## src/ppc_pkg.sv

```systemverilog
/*
  Shared constants and types for the power-management capability register bank.
  Assumes a simple config-space access port driven by same-clock logic.
*/
package ppc_pkg;
  localparam logic [7:0] PPC_CAP_PTR_OFFSET = 8'h34;
  localparam logic [7:0] PPC_CAP_PTR_VALUE = 8'h44;
  localparam logic [7:0] PPC_CAP_LIST_OFFSET = 8'h44;
  localparam logic [7:0] PPC_PM_CAPS_OFFSET = 8'h46;
  localparam logic [7:0] PPC_GEN_CTL_OFFSET = 8'h4C;
  localparam logic [7:0] PPC_NEXT_ITEM = 8'h00;
  localparam logic [7:0] PPC_LIST_ENTRY_TYPE = 8'h01;
  localparam int PPC_GEN_CTL_COLD_BIT = 4;
  localparam logic [3:0] PPC_WAKE_SOURCES = 4'hF;
  localparam logic [2:0] PPC_AUX_NONE = 3'h0;
  localparam logic [2:0] PPC_AUX_55MA = 3'h1;
  localparam logic [2:0] PPC_SPEC_REV = 3'h2;
  localparam logic [15:0] PPC_CAP_LIST_RESET = 16'h0001;
  localparam logic [15:0] PPC_PM_CAPS_RESET = 16'h7E02;

  typedef struct packed {
    logic wake_from_cold_off;
    logic [3:0] wake_source_states;
    logic deep_sleep_state_supported;
    logic light_sleep_state_supported;
    logic [2:0] aux_current;
    logic dev_specific_init;
    logic reserved_zero;
    logic wake_needs_bus_clock;
    logic [2:0] power_spec_revision;
  } ppc_pm_caps_t;

  typedef struct packed {
    logic rd;
    logic wr;
    logic [7:0] addr;
    logic [15:0] wdata;
  } ppc_cfg_req_t;
endpackage

```

## src/ppc_caps_encode.sv

```systemverilog
/*
  Builds the capabilities word from the cold-wake control bit.
  Assumes the control bit is already on the bank clock.
*/
`timescale 1ns/1ps
module ppc_caps_encode
  import ppc_pkg::*;
(
  // Control
  input wire logic cold_wake_enable_ctl_in,
  // Word
  output ppc_pkg::ppc_pm_caps_t caps_out
);
  always_comb begin
    caps_out.wake_from_cold_off = cold_wake_enable_ctl_in;
    caps_out.wake_source_states = PPC_WAKE_SOURCES;
    caps_out.deep_sleep_state_supported = 1'b1;
    caps_out.light_sleep_state_supported = 1'b1;
    caps_out.aux_current = cold_wake_enable_ctl_in ? PPC_AUX_55MA : PPC_AUX_NONE;
    caps_out.dev_specific_init = 1'b0;
    caps_out.reserved_zero = 1'b0;
    caps_out.wake_needs_bus_clock = 1'b0;
    caps_out.power_spec_revision = PPC_SPEC_REV;
  end
endmodule

```

## src/ppc_cap_regs.sv

```systemverilog
/*
  Capability pointer, capability list entry, capabilities word and the
  cold-wake control bit of the general control byte.
  Assumes requests come from same-clock config logic, one per cycle at most.
*/
`timescale 1ns/1ps
// How it works
// - Next-item byte of the list word always reads zero.
// - Entry-type byte of the list word always reads 01h.
// - Capabilities bit 15 follows general control bit 4.
// - Bit 15 set advertises wake from cold-off state.
// - Wake source field bits 14..11 reads 1111b.
// - Bit 10 fixed one: deep sleep state supported.
// - Bit 9 fixed one: light sleep state supported.
// - Aux current reads 000b with bit 15 clear, 001b when set.
// - Bit 5 reads zero: no special initialization needed.
// - Reserved bit 4 always reads zero.
// - Bit 3 reads zero: wake needs no bus clock.
// - Bits 2..0 read 010b: spec revision 1.1.
// - Capabilities pointer at 34h reads fixed 44h.
// - General control bit 4 is writable and drives bit 15.
module ppc_cap_regs
  import ppc_pkg::*;
(
  // Clock and reset
  input wire logic sys_clk_in,
  input wire logic reset_in,
  // Config access
  input ppc_pkg::ppc_cfg_req_t cfg_req_in,
  // Read answer
  output logic [15:0] cfg_rdata_out,
  output logic cfg_rvalid_out,
  // State
  output logic cold_wake_enable_ctl_out
);
  import ppc_pkg::*;

  logic cold_wake_enable_ctl;
  ppc_pm_caps_t caps;
  logic hit_ptr;
  logic hit_list;
  logic hit_caps;
  logic hit_ctl;
  logic wr_ctl;
  logic [15:0] list_word;
  logic [15:0] next_rdata;
  logic hit_any;
  logic [15:0] caps_word;

  assign hit_ptr = cfg_req_in.addr == PPC_CAP_PTR_OFFSET;
  assign hit_list = cfg_req_in.addr == PPC_CAP_LIST_OFFSET;
  assign hit_caps = cfg_req_in.addr == PPC_PM_CAPS_OFFSET;
  assign hit_ctl = cfg_req_in.addr == PPC_GEN_CTL_OFFSET;
  // Only the control byte is writable; other hits drop writes
  assign wr_ctl = cfg_req_in.wr && hit_ctl;
  assign list_word = {PPC_NEXT_ITEM, PPC_LIST_ENTRY_TYPE};
  assign hit_any = hit_ptr || hit_list || hit_caps || hit_ctl;

  ppc_caps_encode u_enc (
    .cold_wake_enable_ctl_in(cold_wake_enable_ctl),
    .caps_out(caps)
  );

  // Flat copy keeps every arm of the read mux one plain width
  assign caps_word = caps;
  // Unmapped offsets read zero
  assign next_rdata = hit_ptr ? {8'h00, PPC_CAP_PTR_VALUE} :
                      hit_list ? list_word :
                      hit_caps ? caps_word :
                      hit_ctl ? {11'h000, cold_wake_enable_ctl, 4'h0} :
                      16'h0000;

  always_ff @(posedge sys_clk_in) begin
    if (reset_in) begin
      cold_wake_enable_ctl <= 1'b0;
    end else if (wr_ctl) begin
      cold_wake_enable_ctl <= cfg_req_in.wdata[PPC_GEN_CTL_COLD_BIT];
    end
  end

  always_ff @(posedge sys_clk_in) begin
    if (reset_in) begin
      cfg_rdata_out <= 16'h0000;
      cfg_rvalid_out <= 1'b0;
    end else begin
      cfg_rvalid_out <= cfg_req_in.rd;
      cfg_rdata_out <= cfg_req_in.rd ? next_rdata : cfg_rdata_out;
    end
  end

  assign cold_wake_enable_ctl_out = cold_wake_enable_ctl;
endmodule

```

## config.mk

```make
export PLATFORM = sky130hd
export DESIGN_NAME = ppc_cap_regs
export DESIGN_NICKNAME = d
export VERILOG_FILES = /design/src/ppc_pkg.sv /design/src/ppc_caps_encode.sv /design/src/ppc_cap_regs.sv
export SDC_FILE = /design/constraint.sdc
export NUM_CORES = 1
export LEC_CHECK = 0
export BUFFER_PORTS_ARGS = -buffer_cell sky130_fd_sc_hd__buf_4
export CAP_MARGIN = 10
export CORE_MARGIN = 2
export CORE_UTILIZATION = 33
export CTS_CLUSTER_SIZE = 12
export DETAILED_ROUTE_END_ITERATION = 10
export GPL_ROUTABILITY_DRIVEN = 0
export PLACE_DENSITY = 0.81
export SLEW_MARGIN = 25
export SYNTH_ARGS = -nofsm -noshare
export SYNTH_HDL_FRONTEND = slang
export SYNTH_SLANG_ARGS = --single-unit
```

## constraint.sdc

```tcl
create_clock -name sys_clk_in -period 1.1 [get_ports sys_clk_in]
set_input_delay 0.165 -clock sys_clk_in [delete_from_list [all_inputs] [get_ports sys_clk_in]]
set_output_delay 0.165 -clock sys_clk_in [all_outputs]
set_load 0.01 [all_outputs]
```

# --- Yosys cells after proc, flatten, opt, wreduce, memory -nomap -nowiden ---
# Index checks and enable logic that the tools add are counted.
classes:
  eq_ne: 4
  n_reduce_logical: 1
  n_mux: 5
op_table:
  columns: ["op", "n"]
  rows:
  - ["$mux W16", 3]
  - ["$eq A8 B7 Y1 const B", 3]
  - ["$eq A8 B6 Y1 const B", 1]
  - ["$mux W5", 1]
  - ["$logic_and A1 B1 Y1", 1]
  - ["$mux W1", 1]
totals:
  regBits: 18
  inputBits: 28
  out_inout_bits: 18
  word_cells: 13

# --- Logic depth before layout (Yosys ltp) ---
depth:
  ltp_word: 5
  mapped_depth: 4
  ltp_nobuf: 3

# --- By module ---
# A second synthesis with hierarchy kept.
hier_totals:
  cells_unflattened: 77
  area_unflattened_um2: 830.8
by_module_without_submodules:
  columns: ["module", "area_each_um2", "cells_per_inst", "instances", "seq_area_each_um2"]
  rows:
  - ["ppc_cap_regs", 703.2, 59, 1, 360.3]
  - ["ppc_caps_encode", 127.6, 18, 1, 0.0]

# --- Worst setup path after synthesis ---
# Ideal clock, no wire load.
synth_timing:
  path_type: "register to register"
  from: "reg cold_wake_enable_ctl, in the netlist cold_wake_enable_ctl_out"
  to: "reg cfg_rdata_out[15]"
  required_ns: 0.975
  path_stages_with_launch: 4
  arrival_time_ns: 0.723
  setup_slack_ns: 0.252
  path_buffers: 0
  period_less_slack_ns: 0.848
  setup_ns: 0.125
  path_cell_list: "dfxtp_1 and2_1 a32oi_1 nor2_1"
synth_via:
  elab_chain_len: 3
synth_rtl:
  columns: ["element", "line", "source"]
  rows:
  - ["from (decl)", "ppc_cap_regs.sv:38", "logic cold_wake_enable_ctl;"]
  - ["from (signal assigned)", "ppc_cap_regs.sv:77", "cold_wake_enable_ctl <= cfg_req_in.wdata[PPC_GEN_CTL_COLD_BIT];"]
  - ["$mux W16", "ppc_cap_regs.sv:69", "hit_caps ? caps_word :"]
  - ["$mux W16", "ppc_cap_regs.sv:68", "hit_list ? list_word :"]
  - ["$mux W16", "ppc_cap_regs.sv:67", "assign next_rdata = hit_ptr ? {8'h00, PPC_CAP_PTR_VALUE} :"]
  - ["to (signal assigned)", "ppc_cap_regs.sv:87", "cfg_rdata_out <= cfg_req_in.rd ? next_rdata : cfg_rdata_out;"]
  - ["to (decl)", "ppc_cap_regs.sv:31", "output logic [15:0] cfg_rdata_out,"]
# Every way passes these cells.
# A chain may end at the register's enable or synchronous reset.

==> results.ini <==
[drt]
wl_per_cell_um = 10.3
dr.first_iter.drc_count = 7
wl_um = 888
vias_per_cell = 4.66
ant_nets = 0
drt_first_pass_iters = 4
drc_errors = 0
route.vias.total = 401

[cts]
path_clk_slew_ns = 0.05
clockBufferDepth = 2
cts_tree = built
cts_hold_repair.buffers = 0
cts_setup_buffers = 0
insertion_delay_ns = 0.25
htreeDepth = 1
root_buffer = clkbuf_4
cts_sinks = 8
cts_resized = 0
cts_buffers = 3

[min_path]
hold_class = in -> reg

[synth]
synth_area_um2 = 458
async_flop_share = 0
synth_edf_count = 0
ys_seq_area_frac = 0.350
yosysUniqueCellTypes = 19
syn_area_per_cell_um2 = 9.16
synth_flop_cell = dfxtp_1
synth.ff_latch_count = 8
yosysWarnings = 0
synth_cells = 50

[cells_and_area]
drive_gt1_frac = 0.465
layout_commonest_cell = buf_4
fin_nets = 101
layout_common_cells = buf_4 (26), dfxtp_1 (8), nand2_1 (5), a21oi_1 (5), conb_1 (4)
antenna_cells = 0
syn_to_final_growth_pct = 36.9

[critical_path]
path_cells = buf_4
critical_path_arrival_ns = 0.85
worst_ep_required_time_ns = 0.94
slowest_stage = dfxtp_1
crit_fanout = 8
endpoint_kind = output port
worstSetupPathType = reg -> out
cp-start-kind = register
cpPeakStageDelay_ns = 0.44
r2r_setup_slack_ns = 0.24
critPathBufInv = 1
crit_family = flip-flops

[power]
power_frac_comb = 0.142
p_sw_frac = 0.218
seqPwrFrac = 0.497
clkPwrFrac = 0.361
p_switching_uw = 129
vdd_drop_max_mv = 0.759
leakagePower_uw = 0.000284
power.internal_uw = 461
power_density_mw_per_mm2 = 941

[sta]
rsz0062_at_grt = no
finClkSkew_ns = 0.00105
tns_ns = 0
drv_slew = 0
period_needed_ns = 1.02
period_share = 0.924
clock.fmax_mhz = 984
setup_ws_ns = 0.0835
setup_viol = 0
hold_violations = 0

[grt]
grt_pass1_vias = 329
grt_pass1_wl_um = 1410
antenna_found_initial = 0
grt_max_degree = 10
grt_overflow = 0
grt_usage = 0.140

[floorplan]
initial_utilization = 0.352
fp.dieArea_mm2 = 0.00170
die_h_um = 41.3
io_pins = 46
coreArea_mm2 = 0.00130
rows = 13
die_x_um = 41.3

[run]
drv_cap = 0

[place]
hpwl_um = 741
place_ws_ns = 0.0594
portBuffers = 26

[run_status]
status = complete, no violations

==> cells in the mapped netlist (all sizes together) (2+ instances only) <==
library cell  count  area share
buf              10        0.16
dfxtp             8        0.35
a21oi             5       0.055
nand2             5       0.041
nand3             3       0.033
and4bb            2       0.055
inv               2       0.016
nand2b            2       0.027
nand4             2       0.027
nor4b             2        0.10
==> metrics by stage <==
stage               cell area [µm²]  cells  utilization  power, µW  hold slack [ns]
floorplan                       469     53            -        341            0.285
global placement                604     83        0.464        381            0.394
detailed placement              604     83        0.464        383            0.396
CTS                             627     86        0.482        603            0.132
global route                    627     86        0.482        635            0.127
finish                          627     86        0.482        590            0.137
==> flip-flops by register name, indices dropped and copies added, names as in the netlist <==
signal,flops
cfg_rdata_out,6
cfg_rvalid_out,1
cold_wake_enable_ctl_out,1
==> power groups by stage <==
| stage | clock network, µW | registers (µW) | logic (µW) |
|---|---|---|---|
| after floorplan | 0 | 300 | 41.2 |
| after global placement | 0 | 299 | 82.2 |
| after detailed placement | 0 | 299 | 84.1 |
| after CTS | 225 | 293 | 84.2 |
| after global routing | 249 | 293 | 92.8 |
| final | 213 | 293 | 83.7 |
==> layout make-up <==
class,instances,area (µm²)
inverter,2,7.51
tap,15,18.8
fill,142,674
timing repair buffer,26,195
multi-input combinational,32,223
sequential,8,160
clock buffer,3,22.5
==> worst reg2reg max path, cell delays in order, from the launching register on <==
cell,delay (ns)
dfxtp_1,0.37
and2_1,0.17
nand4_1,0.10
a21oi_1,0.15
==> routing by layer <==
metal	track usage	routed length (µm)
met5	0	0
met1	0.152	354
met2	0.203	453
met4	0.0726	0
met3	0.0978	81
==> worst paths after layout <==
check	startpoint	to	cells after the start
worst max register to register	cold_wake_enable_ctl_out	cfg_rdata_out[4]	3
worst min-delay path	reset_in	cfg_rdata_out[2]	2
worst min register to register	cfg_rdata_out[2]	cfg_rdata_out[2]	2
worst max-delay path	cfg_rdata_out[14]	cfg_rdata_out[9]	1
==> logic make-up (layout without fill, tap and decap cells) <==
| group | after synthesis | after routing | share of synthesized area |
|---|---|---|---|
| other | 1 | 4 | 0.00819 |
| AOI/OAI and AO/OA | 7 | 7 | 0.0929 |
| buffers and inverters | 13 | 31 | 0.189 |
| muxes | 1 | 1 | 0.0219 |
| DFF | 8 | 8 | 0.350 |
| and+or+nand+nor | 20 | 20 | 0.339 |
No activity file was read; power rests on OpenSTA's default activity.
